[config.mk]
export PLATFORM = sky130hd
export DESIGN_NAME = cbo_bridge
export DESIGN_NICKNAME = d
export VERILOG_FILES = /design/src/rtl/cbo_pkg.sv /design/src/rtl/cbo_bridge.sv /design/src/rtl/cbo_cmd_slot.sv /design/src/rtl/cbo_apb_regs.sv
export SDC_FILE = /design/constraint.sdc
export NUM_CORES = 1
export LEC_CHECK = 0
export ABC_AREA = 1
export BUFFER_PORTS_ARGS = -buffer_cell sky130_fd_sc_hd__buf_2
export CAP_MARGIN = 10
export CELL_PAD_IN_SITES_DETAIL_PLACEMENT = 1
export CELL_PAD_IN_SITES_GLOBAL_PLACEMENT = 2
export CORE_ASPECT_RATIO = 1.5
export CORE_MARGIN = 3
export CORE_UTILIZATION = 25
export DETAILED_ROUTE_END_ITERATION = 10
export HOLD_SLACK_MARGIN = 0.05
export PLACE_DENSITY = 0.82
export SLEW_MARGIN = 20
export SYNTH_ARGS = -nofsm -noshare
export SYNTH_HDL_FRONTEND = slang
export SYNTH_HIERARCHICAL = 1
export SYNTH_SLANG_ARGS = --single-unit
[constraint.sdc]
create_clock -name pclk -period 1.7 [get_ports pclk]
set_input_delay 0.17 -clock pclk [delete_from_list [all_inputs] [get_ports pclk]]
set_output_delay 0.17 -clock pclk [all_outputs]
set_load 0.02 [all_outputs]
[src/rtl/cbo_pkg.sv]
// Constants and types for the core bus ordering and abort block
package cbo_pkg;
    localparam logic [11:0] CTRL_OFFSET = 12'h000;
    localparam logic [11:0] IRQ_STATUS_OFFSET = 12'h004;
    localparam logic [11:0] IRQ_MASK_OFFSET = 12'h008;
    localparam logic [11:0] STATE_OFFSET = 12'h00C;
    localparam int ABORT_BIT = 29;
    localparam int CTRL_DATA_CACHE_BIT = 0;
    localparam logic [31:0] CTRL_RESET = 32'h00000000;
    localparam logic [31:0] CTRL_WMASK = 32'h00000001;
    localparam logic [31:0] IRQ_STATUS_RESET = 32'h00000000;
    localparam logic [31:0] IRQ_MASK_RESET = 32'h00000000;
    localparam logic [31:0] IRQ_MASK_WMASK = 32'h20000000;
    localparam int STATE_RD_OUT_BIT = 0;
    localparam int STATE_WR_OUT_BIT = 1;
    localparam int STATE_BUSY_BIT = 2;
    localparam int POL_X_BIT = 2;
    localparam int POL_C_BIT = 1;
    localparam int POL_B_BIT = 0;
    localparam logic [2:0] POL_STALL = 3'h0;
    typedef enum logic [1:0] {
        CLS_STALL = 2'b00,
        CLS_BUF = 2'b01,
        CLS_CACHE = 2'b10
    } cbo_class_e;
    typedef enum logic [1:0] {
        CS_IDLE = 2'b00,
        CS_WAIT_RD = 2'b01,
        CS_WAIT_WR = 2'b10,
        CS_WAIT_MCU = 2'b11
    } cbo_core_state_e;
endpackage

[src/rtl/cbo_bridge.sv]
// Core bus interface: ordering policy, master-abort reporting, registers
`timescale 1ns/1ps
module cbo_bridge (
    input wire logic pclk,
    input wire logic presetn,
    input wire logic psel,
    input wire logic penable,
    input wire logic pwrite,
    input wire logic [11:0] paddr,
    input wire logic [31:0] pwdata,
    output logic [31:0] prdata,
    output logic pready,
    output logic pslverr,
    output logic irq,
    input wire logic core_req_valid,
    output logic core_req_ready,
    input wire logic core_req_write,
    input wire logic [31:0] core_req_addr,
    input wire logic [31:0] core_req_wdata,
    input wire logic [2:0] core_req_policy,
    input wire logic core_req_mcu,
    output logic core_rsp_valid,
    output logic [31:0] core_rsp_rdata,
    output logic core_rsp_error,
    output logic ib_cmd_valid,
    input wire logic ib_cmd_ready,
    output logic ib_cmd_write,
    output logic [31:0] ib_cmd_addr,
    output logic [31:0] ib_cmd_wdata,
    output logic ib_cmd_fill,
    input wire logic ib_cpl_valid,
    input wire logic ib_cpl_write,
    input wire logic ib_cpl_mabort,
    input wire logic [31:0] ib_cpl_rdata,
    output logic mcu_cmd_valid,
    input wire logic mcu_cmd_ready,
    output logic mcu_cmd_write,
    output logic [31:0] mcu_cmd_addr,
    output logic [31:0] mcu_cmd_wdata,
    input wire logic mcu_cpl_valid,
    input wire logic [31:0] mcu_cpl_rdata
);
    typedef struct packed {
        cbo_pkg::cbo_core_state_e state;
        logic rd_out;
        logic wr_out;
        logic rsp_valid;
        logic [31:0] rsp_rdata;
        logic rsp_error;
    } cbo_core_s;

    cbo_core_s core_reg;
    cbo_core_s core_next;

    logic data_cache_en;
    logic abort_evt;
    logic ib_load;
    logic mcu_load;
    logic ld_fill;
    logic accept;
    logic [2:0] state_bits;
    cbo_pkg::cbo_class_e req_cls;

    // Region policy to ordering class
    function automatic cbo_pkg::cbo_class_e classify(input logic [2:0] pol, input logic dc_en);
        if (pol == cbo_pkg::POL_STALL)
        begin
            classify = cbo_pkg::CLS_STALL;
        end
        else if (pol[cbo_pkg::POL_C_BIT] && pol[cbo_pkg::POL_B_BIT] && dc_en)
        begin
            classify = cbo_pkg::CLS_CACHE;
        end
        else
        begin
            // Write-through, bufferable, and cacheable with cache off
            classify = cbo_pkg::CLS_BUF;
        end
    endfunction

    assign req_cls = classify(core_req_policy, data_cache_en);

    always_comb
    begin
        core_req_ready = 1'b0;
        if (core_reg.state == cbo_pkg::CS_IDLE)
        begin
            if (core_req_mcu || req_cls == cbo_pkg::CLS_STALL)
            begin
                // Waits behind everything already issued
                core_req_ready = !core_reg.rd_out && !core_reg.wr_out
                    && !ib_cmd_valid && !mcu_cmd_valid;
            end
            else if (core_req_write)
            begin
                // Posted write may go while a read is still pending
                core_req_ready = !core_reg.wr_out && !ib_cmd_valid;
            end
            else
            begin
                core_req_ready = !core_reg.rd_out && !ib_cmd_valid;
            end
        end
    end

    assign accept = core_req_valid && core_req_ready;
    assign ib_load = accept && !core_req_mcu;
    assign mcu_load = accept && core_req_mcu;
    assign ld_fill = !core_req_write && req_cls == cbo_pkg::CLS_CACHE;

    // Both aborts report through the same source bit
    assign abort_evt = ib_cpl_valid && ib_cpl_mabort
        && (ib_cpl_write ? core_reg.wr_out : core_reg.rd_out);

    always_comb
    begin
        core_next = core_reg;
        core_next.rsp_valid = 1'b0;
        if (accept)
        begin
            if (core_req_mcu)
            begin
                // One access at a time keeps issue order
                core_next.state = cbo_pkg::CS_WAIT_MCU;
            end
            else if (core_req_write)
            begin
                core_next.wr_out = 1'b1;
                if (req_cls == cbo_pkg::CLS_STALL)
                begin
                    core_next.state = cbo_pkg::CS_WAIT_WR;
                end
            end
            else
            begin
                core_next.rd_out = 1'b1;
                if (req_cls != cbo_pkg::CLS_BUF)
                begin
                    // Line fill and load finish before any later write
                    core_next.state = cbo_pkg::CS_WAIT_RD;
                end
            end
        end
        if (ib_cpl_valid && ib_cpl_write && core_reg.wr_out)
        begin
            core_next.wr_out = 1'b0;
            if (core_reg.state == cbo_pkg::CS_WAIT_WR)
            begin
                core_next.state = cbo_pkg::CS_IDLE;
                core_next.rsp_valid = 1'b1;
                core_next.rsp_rdata = '0;
                core_next.rsp_error = 1'b0;
            end
        end
        if (ib_cpl_valid && !ib_cpl_write && core_reg.rd_out)
        begin
            core_next.rd_out = 1'b0;
            core_next.rsp_valid = 1'b1;
            core_next.rsp_rdata = ib_cpl_rdata;
            // Direct error regardless of the mask
            core_next.rsp_error = ib_cpl_mabort;
            if (core_reg.state == cbo_pkg::CS_WAIT_RD)
            begin
                core_next.state = cbo_pkg::CS_IDLE;
            end
        end
        if (mcu_cpl_valid && core_reg.state == cbo_pkg::CS_WAIT_MCU)
        begin
            core_next.state = cbo_pkg::CS_IDLE;
            core_next.rsp_valid = 1'b1;
            core_next.rsp_rdata = mcu_cpl_rdata;
            core_next.rsp_error = 1'b0;
        end
    end

    always_ff @(posedge pclk or negedge presetn)
    begin
        if (!presetn)
        begin
            core_reg.state <= cbo_pkg::CS_IDLE;
            core_reg.rd_out <= 1'b0;
            core_reg.wr_out <= 1'b0;
            core_reg.rsp_valid <= 1'b0;
            core_reg.rsp_rdata <= '0;
            core_reg.rsp_error <= 1'b0;
        end
        else
        begin
            core_reg <= core_next;
        end
    end

    assign core_rsp_valid = core_reg.rsp_valid;
    assign core_rsp_rdata = core_reg.rsp_rdata;
    assign core_rsp_error = core_reg.rsp_error;

    always_comb
    begin
        state_bits = '0;
        state_bits[cbo_pkg::STATE_RD_OUT_BIT] = core_reg.rd_out;
        state_bits[cbo_pkg::STATE_WR_OUT_BIT] = core_reg.wr_out;
        state_bits[cbo_pkg::STATE_BUSY_BIT] = core_reg.state != cbo_pkg::CS_IDLE;
    end

    cbo_cmd_slot u_ib_slot (
        .pclk(pclk),
        .presetn(presetn),
        .load(ib_load),
        .ld_write(core_req_write),
        .ld_addr(core_req_addr),
        .ld_wdata(core_req_wdata),
        .ld_fill(ld_fill),
        .cmd_valid(ib_cmd_valid),
        .cmd_ready(ib_cmd_ready),
        .cmd_write(ib_cmd_write),
        .cmd_addr(ib_cmd_addr),
        .cmd_wdata(ib_cmd_wdata),
        .cmd_fill(ib_cmd_fill)
    );

    cbo_cmd_slot u_mcu_slot (
        .pclk(pclk),
        .presetn(presetn),
        .load(mcu_load),
        .ld_write(core_req_write),
        .ld_addr(core_req_addr),
        .ld_wdata(core_req_wdata),
        .ld_fill(1'b0),
        .cmd_valid(mcu_cmd_valid),
        .cmd_ready(mcu_cmd_ready),
        .cmd_write(mcu_cmd_write),
        .cmd_addr(mcu_cmd_addr),
        .cmd_wdata(mcu_cmd_wdata),
        .cmd_fill()
    );

    cbo_apb_regs u_regs (
        .pclk(pclk),
        .presetn(presetn),
        .psel(psel),
        .penable(penable),
        .pwrite(pwrite),
        .paddr(paddr),
        .pwdata(pwdata),
        .prdata(prdata),
        .pready(pready),
        .pslverr(pslverr),
        .abort_evt(abort_evt),
        .state_bits(state_bits),
        .data_cache_en(data_cache_en),
        .irq(irq)
    );
endmodule

[src/rtl/cbo_cmd_slot.sv]
// One-entry command holding slot for an outgoing request channel
`timescale 1ns/1ps
module cbo_cmd_slot (
    input wire logic pclk,
    input wire logic presetn,
    input wire logic load,
    input wire logic ld_write,
    input wire logic [31:0] ld_addr,
    input wire logic [31:0] ld_wdata,
    input wire logic ld_fill,
    output logic cmd_valid,
    input wire logic cmd_ready,
    output logic cmd_write,
    output logic [31:0] cmd_addr,
    output logic [31:0] cmd_wdata,
    output logic cmd_fill
);
    typedef struct packed {
        logic valid;
        logic write;
        logic [31:0] addr;
        logic [31:0] wdata;
        logic fill;
    } cbo_slot_s;

    cbo_slot_s slot_reg;
    cbo_slot_s slot_next;

    always_comb
    begin
        slot_next = slot_reg;
        if (slot_reg.valid && cmd_ready)
        begin
            slot_next.valid = 1'b0;
        end
        // Caller loads only an empty slot
        if (load)
        begin
            slot_next.valid = 1'b1;
            slot_next.write = ld_write;
            slot_next.addr = ld_addr;
            slot_next.wdata = ld_wdata;
            slot_next.fill = ld_fill;
        end
    end

    always_ff @(posedge pclk or negedge presetn)
    begin
        if (!presetn)
        begin
            slot_reg <= '0;
        end
        else
        begin
            slot_reg <= slot_next;
        end
    end

    assign cmd_valid = slot_reg.valid;
    assign cmd_write = slot_reg.write;
    assign cmd_addr = slot_reg.addr;
    assign cmd_wdata = slot_reg.wdata;
    assign cmd_fill = slot_reg.fill;
endmodule

[src/rtl/cbo_apb_regs.sv]
// APB register file with abort status, mask and interrupt output
`timescale 1ns/1ps
module cbo_apb_regs (
    input wire logic pclk,
    input wire logic presetn,
    input wire logic psel,
    input wire logic penable,
    input wire logic pwrite,
    input wire logic [11:0] paddr,
    input wire logic [31:0] pwdata,
    output logic [31:0] prdata,
    output logic pready,
    output logic pslverr,
    input wire logic abort_evt,
    input wire logic [2:0] state_bits,
    output logic data_cache_en,
    output logic irq
);
    typedef struct packed {
        logic [31:0] ctrl;
        logic [31:0] status;
        logic [31:0] mask;
        logic [31:0] rdata;
        logic err;
    } cbo_apb_s;

    cbo_apb_s regs_reg;
    cbo_apb_s regs_next;

    always_comb
    begin
        logic [31:0] set_bits;
        logic [31:0] clr_bits;
        set_bits = '0;
        clr_bits = '0;
        regs_next = regs_reg;
        // Read data captured at setup so prdata comes from a flop
        if (psel && !penable)
        begin
            regs_next.err = 1'b0;
            case (paddr)
                cbo_pkg::CTRL_OFFSET: regs_next.rdata = regs_reg.ctrl;
                cbo_pkg::IRQ_STATUS_OFFSET: regs_next.rdata = regs_reg.status;
                cbo_pkg::IRQ_MASK_OFFSET: regs_next.rdata = regs_reg.mask;
                cbo_pkg::STATE_OFFSET: regs_next.rdata = {29'h0, state_bits};
                default:
                begin
                    regs_next.rdata = '0;
                    regs_next.err = 1'b1;
                end
            endcase
        end
        // Source bit only latches while enabled in the mask
        set_bits[cbo_pkg::ABORT_BIT] = abort_evt && regs_reg.mask[cbo_pkg::ABORT_BIT];
        // Clear only what the read returned, so a later event survives
        if (psel && penable && !pwrite && paddr == cbo_pkg::IRQ_STATUS_OFFSET)
        begin
            clr_bits = regs_reg.rdata;
        end
        regs_next.status = (regs_reg.status & ~clr_bits) | set_bits;
        if (psel && penable && pwrite)
        begin
            case (paddr)
                cbo_pkg::CTRL_OFFSET: regs_next.ctrl = pwdata & cbo_pkg::CTRL_WMASK;
                cbo_pkg::IRQ_MASK_OFFSET: regs_next.mask = pwdata & cbo_pkg::IRQ_MASK_WMASK;
                default: regs_next.ctrl = regs_reg.ctrl;
            endcase
        end
    end

    always_ff @(posedge pclk or negedge presetn)
    begin
        if (!presetn)
        begin
            regs_reg.ctrl <= cbo_pkg::CTRL_RESET;
            regs_reg.status <= cbo_pkg::IRQ_STATUS_RESET;
            regs_reg.mask <= cbo_pkg::IRQ_MASK_RESET;
            regs_reg.rdata <= '0;
            regs_reg.err <= 1'b0;
        end
        else
        begin
            regs_reg <= regs_next;
        end
    end

    assign prdata = regs_reg.rdata;
    assign pready = 1'b1;
    assign pslverr = regs_reg.err && psel && penable;
    assign data_cache_en = regs_reg.ctrl[cbo_pkg::CTRL_DATA_CACHE_BIT];
    assign irq = |(regs_reg.status & regs_reg.mask);
endmodule

After elaboration in Yosys (flattened, before gate mapping)
Cells that the tools add are included.
{"block": "word_totals", "register_bits": 238, "in_bits": 189, "out_inout_bits": 203, "elab_cells": 122}
{"block": "op_classes", "eq_ne": 11, "muxes": 30, "bitwise_logic": 4, "reduce_logical": 57}
{"op": "$mux W67", "count": 2}
{"op": "$pmux W32 S4", "count": 1}
{"op": "$mux W34", "count": 3}
{"op": "$mux W35", "count": 1}
{"op": "$and A32 B30 Y32", "count": 1}
{"op": "$and A32 B32 Y32", "count": 1}
{"op": "$mux W32", "count": 1}
{"op": "$not A32 Y32", "count": 1}
{"op": "$or A32 B30 Y32", "count": 1}
{"op": "$reduce_or A32 Y1", "count": 1}
{"op": "$logic_and A1 B1 Y1", "count": 28}
{"op": "$eq A12 B4 Y1 const B", "count": 2}
{"op": "$mux W2", "count": 11}
{"op": "$eq A12 B3 Y1 const B", "count": 1}
{"op": "$logic_not A12 Y1", "count": 1}
{"op": "$reduce_bool A2 Y1", "count": 6}
{"op": "$logic_not A1 Y1", "count": 9}
{"op": "$mux W1", "count": 9}
{"op": "$ne A2 B1 Y1 const B", "count": 4}
{"op": "$eq A2 B2 Y1 const B", "count": 3}
{"op": "$reduce_and A2 Y1", "count": 3}
{"op": "$reduce_and A3 Y1", "count": 2}
{"op": "$reduce_bool A3 Y1", "count": 2}
{"op": "$logic_not A2 Y1", "count": 2}
{"op": "other kinds (6)", "count": 6}

Longest topological paths before layout
Gate-level depths: netlist of the first run.
{"block": "depth", "word_depth": 15, "mapped_depth": 11, "ltp_nobuf": 9}

Hierarchy
Netlist of the first run, hierarchy kept.
{"module": "cbo_cmd_slot", "instances": 2, "cells_each": 283, "area_each_um2": 2509.9}
{"module": "cbo_apb_regs", "instances": 1, "cells_each": 365, "area_each_um2": 3099.2}
{"module": "cbo_bridge", "instances": 1, "cells_each": 237, "area_each_um2": 2224.6}

Worst setup path before layout of the first run
Ideal clock, no wire load.
{"block": "synth_timing", "path_kind": "flip-flop to flip-flop", "start": "register core_reg[37] (netlist name)", "end": "register u_mcu_slot.slot_reg, in the netlist u_mcu_slot/cmd_addr[20]", "setup_ns": 0.117, "arrival_ns": 1.539, "path_slack_ns": 0.043, "stages_incl_launch_ff": 11, "path_buffers": 2, "synth_period_minus_slack_ns": 1.657, "cell_sequence": "dfrtp_1 > nor2_2 > nand2_2 > nor2_4 > nand3_1 > nor2_1 > inv_2 > buf_4 > buf_2 > nand2_1 > nand2_1"}
{"block": "synth_between", "elab_chain_len": 4}
{"item": "start, declared", "line": "cbo_bridge.sv:52", "source": "cbo_core_s core_reg;"}
{"item": "start signal, assigned", "line": "cbo_bridge.sv:189", "source": "core_reg <= core_next;"}
{"item": "$logic_not A2 Y1", "line": "cbo_bridge.sv:86", "source": "if (core_reg.state == cbo_pkg::CS_IDLE)"}
{"item": "$mux W1", "line": "cbo_bridge.sv:86"}
{"item": "$logic_and A1 B1 Y1", "line": "cbo_bridge.sv:106", "source": "assign accept = core_req_valid && core_req_ready;"}
{"item": "$logic_and A1 B1 Y1", "line": "cbo_bridge.sv:108", "source": "assign mcu_load = accept && core_req_mcu;"}
{"item": "net mcu_load", "line": "cbo_bridge.sv:58", "source": "logic mcu_load;"}
{"item": "end signal, assigned", "line": "cbo_cmd_slot.sv:55", "source": "slot_reg <= slot_next;"}
{"item": "end, declared", "line": "cbo_cmd_slot.sv:26", "source": "cbo_slot_s slot_reg;"}
The timed path passes the listed nets, and every way through them passes these cells.
A chain may end at the register's enable or synchronous reset.

Final worst setup path of the first run
{"block": "layout_timing", "start": "register core_reg[37] (netlist name)", "end": "output port core_req_ready"}
{"block": "layout_between", "elab_chain_len": 2}
{"item": "$logic_not A2 Y1", "line": "cbo_bridge.sv:86"}
{"item": "$mux W1", "line": "cbo_bridge.sv:86"}
{"item": "end, declared", "line": "cbo_bridge.sv:16", "source": "output logic core_req_ready,"}
No other way between the ends.

==> summary.md, run 1 <==
| Metric | Value |
|---|---|
| Congestion Overflow GR | `0` |
| Synthesized area | `0.0103 mm^2` |
| Final setup fails | `2` |
| Clock-pin transition on the worst setup and hold timing paths | `roughly 0.060 ns` |
| Met3 usage | `between 4 and 5%` |
| Routed wire per std cell | `17.9 um` |
| Switch Pwr | `slightly above 9 mW` |
| DIE HEIGHT | `255 um` |
| Hold crit path type | `primary input to asynchronous set/reset pin` |
| VDD IR max | `0.000974 V` |
| Reg2Reg Depth | `13` |
| CP Capture Type | `output port` |
| R2R Setup Slk | `-0.009 ns` |
| Gp weighted congestion | `0.782` |
| Internal power | `14.4 mW` |
| FP Rows | `90` |
| Yosys synthesis warning count | `6` |
| CTS tree | `yes` |
| Met2 Resource Use GR | `just under 30%` |
| Combinational share of power | `37.1%` |
| Max Cap Viol | `0` |
| Slowest-stage cell, CP | `dfrtp_1` |
| Failing checks | `setup timing` |
| Clock H-tree levels | `1` |
| Via Count | `9,483` |
| Grt peak-use layer | `met2` |
| Total CTS buffers | `27` |
| Fin. Hold Viols | `0` |
| Top cell family by delay on the critical path | `flip-flops` |
| CP bufs+invs | `2` |
| Worst Path Max Fanout | `3` |
| Detailed Routing Iterations Pass 1 | `4` |
| Synth Instances | `1,163` |
| # port buffers | `360` |
| Placed Area | `between 0.01 and 0.015 mm^2` |
| Multi-input logic area | `0.00332 mm^2` |
| Max Clock Freq | `585 MHz` |
| Slew Viols, Final | `0` |
| Run status | `finished with violations` |
| Vias in the first global route | `10,400` |
| Worst EP required | `1.53 ns` |
| Clock latency on the worst-skew pair | `0.56 ns` |
| Kind of critical path | `flip-flop to output port` |
| Clk pwr share | `26.8%` |
| Area growth, synth to finish | `46.4%` |
| Syn nets | `1,352` |
| Fillers | `approximately 4,800` |
| Largest net degree at the start of global routing | `68` |
| Leak Pwr | `between 8 and 9 nW` |
| Core ar. | `0.0404 mm^2` |
| Tot GR Track Use | `~16%` |
| Post-route ant nets | `0` |
| Layout cells sized above 1 | `31.4%` |
| Final min period | `1.71 ns` |
| First-pass GRT wire length | `between 50 and 60 mm` |
| Clock buffer depth | `3` |
| I/O pin count | `392` |
| Die Span X | `172 um` |
| GR met1 Demand/Resource | `18.2%` |
| Setup WS post-layout | `-0.00889 ns` |
| Largest register FFs | `34` |
| RSZ-0062 raised after global routing | `yes` |
| Crit. path cell count | `6` |
| Sinks on Clock Net | `238` |
| Worst path max stage delay | `between 0.4 and 0.5 ns` |
| Pre-CTS setup slack | `-0.00284 ns` |
| Critical R2R Launch | `core_reg[37]` |
| Register area | `0.00596 mm^2` |
| Power Density | `1560 mW/mm^2` |
| Layout Nets | `1,826` |
| Detail Placement HPWL | `24.1 mm` |
| Initial antenna violation count | `7` |
| Final instance area | `0.0151 mm^2` |
| DR iter-0 viols | `394` |
| Avg Cell Area, Syn | `8.86 um^2` |
| Crit-path cells | `nor2_4 -> nand2_2 -> nor2_4 -> nand2_2 -> inv_2 -> buf_6` |
| Via-to-Cell Ratio | `~4.4` |
| Sw frac | `39.0%` |
| Die area | `0.0437 mm^2` |
| Residual DRC | `0` |
| R2R Path End | `u_regs/prdata[2]` |
| Worst Path Arrival | `1.54 ns` |
| Commonest cells after routing, fill and taps aside | `nand2_1, buf_2, dfrtp_1` |
| Clock Skew | `~0.019 ns` |
| Commonest non-fill, non-tap cell in the layout | `nand2_1` |
| Initial core utilization | `25.5%` |
| Root buffer cell | `clkbuf_16` |
| Tcrit/Tclk final | `101%` |
| CP Launch Type | `flip-flop` |
| Power share of the sequential group | `36.1%` |
| WL final | `~39 mm` |
-- per-stage QoR --
step           TNS [ns]  power [mW]  instances  util, %  hold slack, ns
2_1_floorplan         0        13.6       1163        -          -0.126
3_3_place_gp          0        16.4       1947     30.5          0.0839
3_5_place_dp   -0.00284        16.6       1947     30.5          0.0873
4_1_cts         -0.0667        23.6       2148     36.6          0.0656
5_1_grt           -3.35        25.1       2167     37.3          0.0923
6_report        -0.0149        23.6       2167     37.3          0.0977
-- how the worst max path moves through the flow --
| stage | from | to | slack, ns |
|---|---|---|---|
| after floorplan | core_reg[37] | u_mcu_slot/cmd_addr[20] | 0.05 |
| after global placement | core_reg[37] | u_ib_slot/cmd_addr[16] | 0.08 |
| after detailed placement | core_reg[37] | u_mcu_slot/cmd_addr[21] | -0.003 |
| after CTS | core_reg[36] | core_req_ready | -0.06 |
| after global routing | core_reg[37] | core_req_ready | -0.11 |
| final | core_reg[37] | core_req_ready | -0.009 |
-- per-layer routing --
layer | share of wire, % | vias up
met5 | 0.11 | -
met4 | 4.8 | 6
met3 | 6.0 | 115
met2 | 52 | 318
met1 | 37 | 4574
li1 | - | 4470
-- area by class of cell --
cell class | instances | area share (%)
multi-input combinational | 750 | 22.0
timing repair buffer | 562 | 26.4
clock buffer | 36 | 5.17
inverter | 58 | 1.52
antenna | 4 | 0.0664
tap | 506 | 4.20
clock inverter | 13 | 1.16
sequential | 238 | 39.5
-- power by group through the flow --
| stage | Sequential [mW] | Clock [mW] | Combinational (mW) |
|---|---|---|---|
| 2_1_floorplan | 10.2 | 0 | 3.33 |
| 3_3_place_gp | 8.48 | 0 | 7.94 |
| 3_5_place_dp | 8.55 | 0 | 8.09 |
| 4_1_cts | 8.50 | 6.56 | 8.51 |
| 5_1_grt | 8.73 | 6.79 | 9.54 |
| 6_report | 8.49 | 6.31 | 8.75 |
-- what timing repair did --
action	in CTS	in global routing
hold buffers	145	0
pin swaps	2	3
cloned	0	8
hold endpoints to repair	412	0
setup endpoints to repair	15	135
setup buffers	7	7
resized for setup	3	14
No activity file was read; power rests on OpenSTA's default activity.
==> run 2, diff against run 1 <==
Settings changed: ABC_CLOCK_PERIOD_IN_PS set to 1700, PLACE_DENSITY 0.82 to 0.83, SETUP_SLACK_MARGIN set to 0.4.
==> summary.md, run 2 (synthesis gave the netlist of run 1 again) <==
| Metric | Value |
|---|---|
| CP bufs+invs | `5 (+3)` |
| Post-route ant nets | `0 (unchanged)` |
| Layout cells sized above 1 | `43.7% (+12 points)` |
| Max Cap Viol | `0 (unchanged)` |
| Tcrit/Tclk final | `105% (+4.6 points)` |
| Die area | `0.0437 mm^2 (unchanged)` |
| Slew Viols, Final | `0 (unchanged)` |
| Via Count | `9,998 (+5.4%)` |
| Total CTS buffers | `27 (unchanged)` |
| Clock H-tree levels | `1 (unchanged)` |
| Worst Path Arrival | `2.20 ns (+0.66 ns)` |
| Run status | `finished with violations` |
| Fillers | `4,590 (-4.2%)` |
| Initial core utilization | `25.5% (unchanged)` |
| CTS tree | `yes` |
| Setup WS post-layout | `-0.0876 ns (-0.0787 ns)` |
| Kind of critical path | `flip-flop to flip-flop` |
| Layout Nets | `1,879 (+2.9%)` |
| VDD IR max | `0.000902 V (-7.4%)` |
| Final TNS setup | `-4.73 ns (-4.72 ns)` |
| Hold crit path type | `primary input to flip-flop` |
| Vias in the first global route | `10,800 (+3.8%)` |
| Final instance area | `0.0172 mm^2 (+14%)` |
| Power share of the sequential group | `33.9% (-2.2 points)` |
| Gp weighted congestion | `0.786 (+0.42%)` |
| Worst EP required | `2.12 ns (+0.59 ns)` |
| Leak Pwr | `9.44 nW (+11%)` |
| Final core utilization | `42.4% (+5.1 points)` |
| Final min period | `1.79 ns (+0.0787 ns)` |
| Pre-CTS setup slack | `0.0522 ns (+0.0551 ns)` |
| Largest register FFs | `34 (unchanged)` |
| # port buffers | `360 (unchanged)` |
| Failing checks | `setup timing` |
| RSZ-0062 raised after global routing | `yes` |
| CP Launch Type | `flip-flop` |
| Core ar. | `0.0404 mm^2 (unchanged)` |
| Dpl cells | `1,946 (-0.051%)` |
| WL final | `44.4 mm (+14%)` |
| Clock latency on the worst-skew pair | `0.55 ns (about the same)` |
| Max Clock Freq | `559 MHz (-4.4%)` |
| Internal power | `15.5 mW (+8.0%)` |
| FP Rows | `90 (unchanged)` |
| Final Instance Count excl. Fillers | `2,223 (+2.6%)` |
| Clock Skew | `0.0233 ns (+0.00389 ns)` |
| Tot GR Track Use | `18.1% (+1.7 points)` |
| First-pass GRT wire length | `61.5 mm (+8.3%)` |
| Clock-pin transition on the worst setup and hold timing paths | `0.07 ns (about the same)` |
| Hold Slack | `0.0874 ns (-0.0103 ns)` |
| Grt peak-use layer | `met2` |
| CP Capture Type | `flip-flop` |
| Clk pwr share | `23.5% (-3.3 points)` |
| Via-to-Cell Ratio | `4.50 (+2.8%)` |
| GR met1 Demand/Resource | `19.9% (+1.7 points)` |
| Die Span X | `172 um (unchanged)` |
| DIE HEIGHT | `255 um (unchanged)` |
| Residual DRC | `0 (unchanged)` |
| Congestion Overflow GR | `0 (unchanged)` |
| Clock buffer depth | `3 (unchanged)` |
| Largest net degree at the start of global routing | `56 (-18%)` |
| Placed Area | `0.0123 mm^2 (about the same)` |
| Register area | `0.00596 mm^2 (about the same)` |
| Detailed Routing Iterations Pass 1 | `4 (unchanged)` |
| Sw frac | `39.7% (+0.73 points)` |
| Root buffer cell | `clkbuf_16` |
| Met2 Resource Use GR | `33.9% (+4.7 points)` |
| Combinational share of power | `42.6% (+5.5 points)` |
| Worst path max stage delay | `0.39 ns (-0.02 ns)` |
| R2R Setup Slk | `-0.09 ns (-0.08 ns)` |
| Slowest-stage cell, CP | `dfrtp_1` |
| Detail Placement HPWL | `23.7 mm (-2.0%)` |
| Commonest cells after routing, fill and taps aside | `nand2_1, buf_2, dfrtp_1` |
| Total power | `25.8 mW (+9.3%)` |
| Met3 usage | `3.91% (-0.16 points)` |
| Top cell family by delay on the critical path | `buffers and inverters` |
| Commonest non-fill, non-tap cell in the layout | `nand2_1` |
| Worst Path Max Fanout | `9 (+6)` |
| Multi-input logic area | `0.00409 mm^2 (+23%)` |
| Switch Pwr | `10.2 mW (+11%)` |
| Power Density | `1500 mW/mm^2 (-3.9%)` |
| I/O pin count | `392 (unchanged)` |
| Area growth, synth to finish | `66.5%` |
| Final setup fails | `123 (+121)` |
| Crit-path cells | `nor2_2 -> nand2_2 -> nor2_4 -> buf_6 -> buf_6 -> nand4_4 -> inv_8 -> inv_16 -> bufbuf_16 -> nand2_1 -> nand2_1` |
| Initial antenna violation count | `9 (+2)` |
| Fin. Hold Viols | `0 (unchanged)` |
| Routed wire per std cell | `20.0 um (+11%)` |
| DR iter-0 viols | `413 (+4.8%)` |
| Sinks on Clock Net | `238 (unchanged)` |
[run 2: metal layers]
layer,vias up,part of all wire (%)
met2,324,55
met4,6,3.7
li1,4605,-
met1,4954,36
met5,-,0.074
met3,109,5.3
[run 2: timing repair]
action	CTS	global route
gates resized for setup	82	245
hold buffers	147	0
setup buffers	20	18
gates cloned	21	15
endpoints found under the hold margin	411	0
pin swaps	24	107
setup endpoints to repair	225	300
[run 2: final cells by class]
type | count | area share [%]
clock buffer | 42 | 4.79
inverter | 58 | 1.59
clock inverter | 7 | 0.518
sequential | 238 | 34.7
multi-input combinational | 750 | 23.9
antenna | 7 | 0.102
timing repair buffer | 615 | 30.7
tap | 506 | 3.69
[run 2: path summary, 6_finish.rpt]
| check | startpoint | end | cells after the start |
|---|---|---|---|
| min in group asynchronous | presetn | u_regs/prdata[15] | 2 |
| worst min-delay path | paddr[8] | u_regs/regs_reg[0] | 5 |
| max in group asynchronous | presetn | u_mcu_slot/cmd_addr[15] | 3 |
| worst min register to register | u_regs/regs_reg[86] | u_regs/regs_reg[86] | 2 |
| worst max-delay path | core_reg[36] | u_ib_slot/cmd_addr[5] | 11 |
| worst max register to register | core_reg[36] | u_ib_slot/cmd_addr[5] | 11 |
[run 2: power groups by stage]
| stage | sequential (mW) | clock (mW) | combinational, mW |
|---|---|---|---|
| 5_1_grt | 8.96 | 6.46 | 11.7 |
| 2_1_floorplan | 10.2 | 0 | 3.41 |
| 3_3_place_gp | 8.46 | 0 | 7.94 |
| 6_report | 8.73 | 6.06 | 11.0 |
| 3_5_place_dp | 8.52 | 0 | 8.10 |
| 4_1_cts | 8.48 | 6.22 | 9.48 |
[run 2: worst reg2reg max path: stages (launching register included)]
cell and delay (ns):
dfrtp_1 0.39, nor2_2 0.16, nand2_2 0.08, nor2_4 0.11, buf_6 0.11, buf_6 0.09, nand4_4 0.11, inv_8 0.14
inv_16 0.07, bufbuf_16 0.28, nand2_1 0.06, nand2_1 0.07
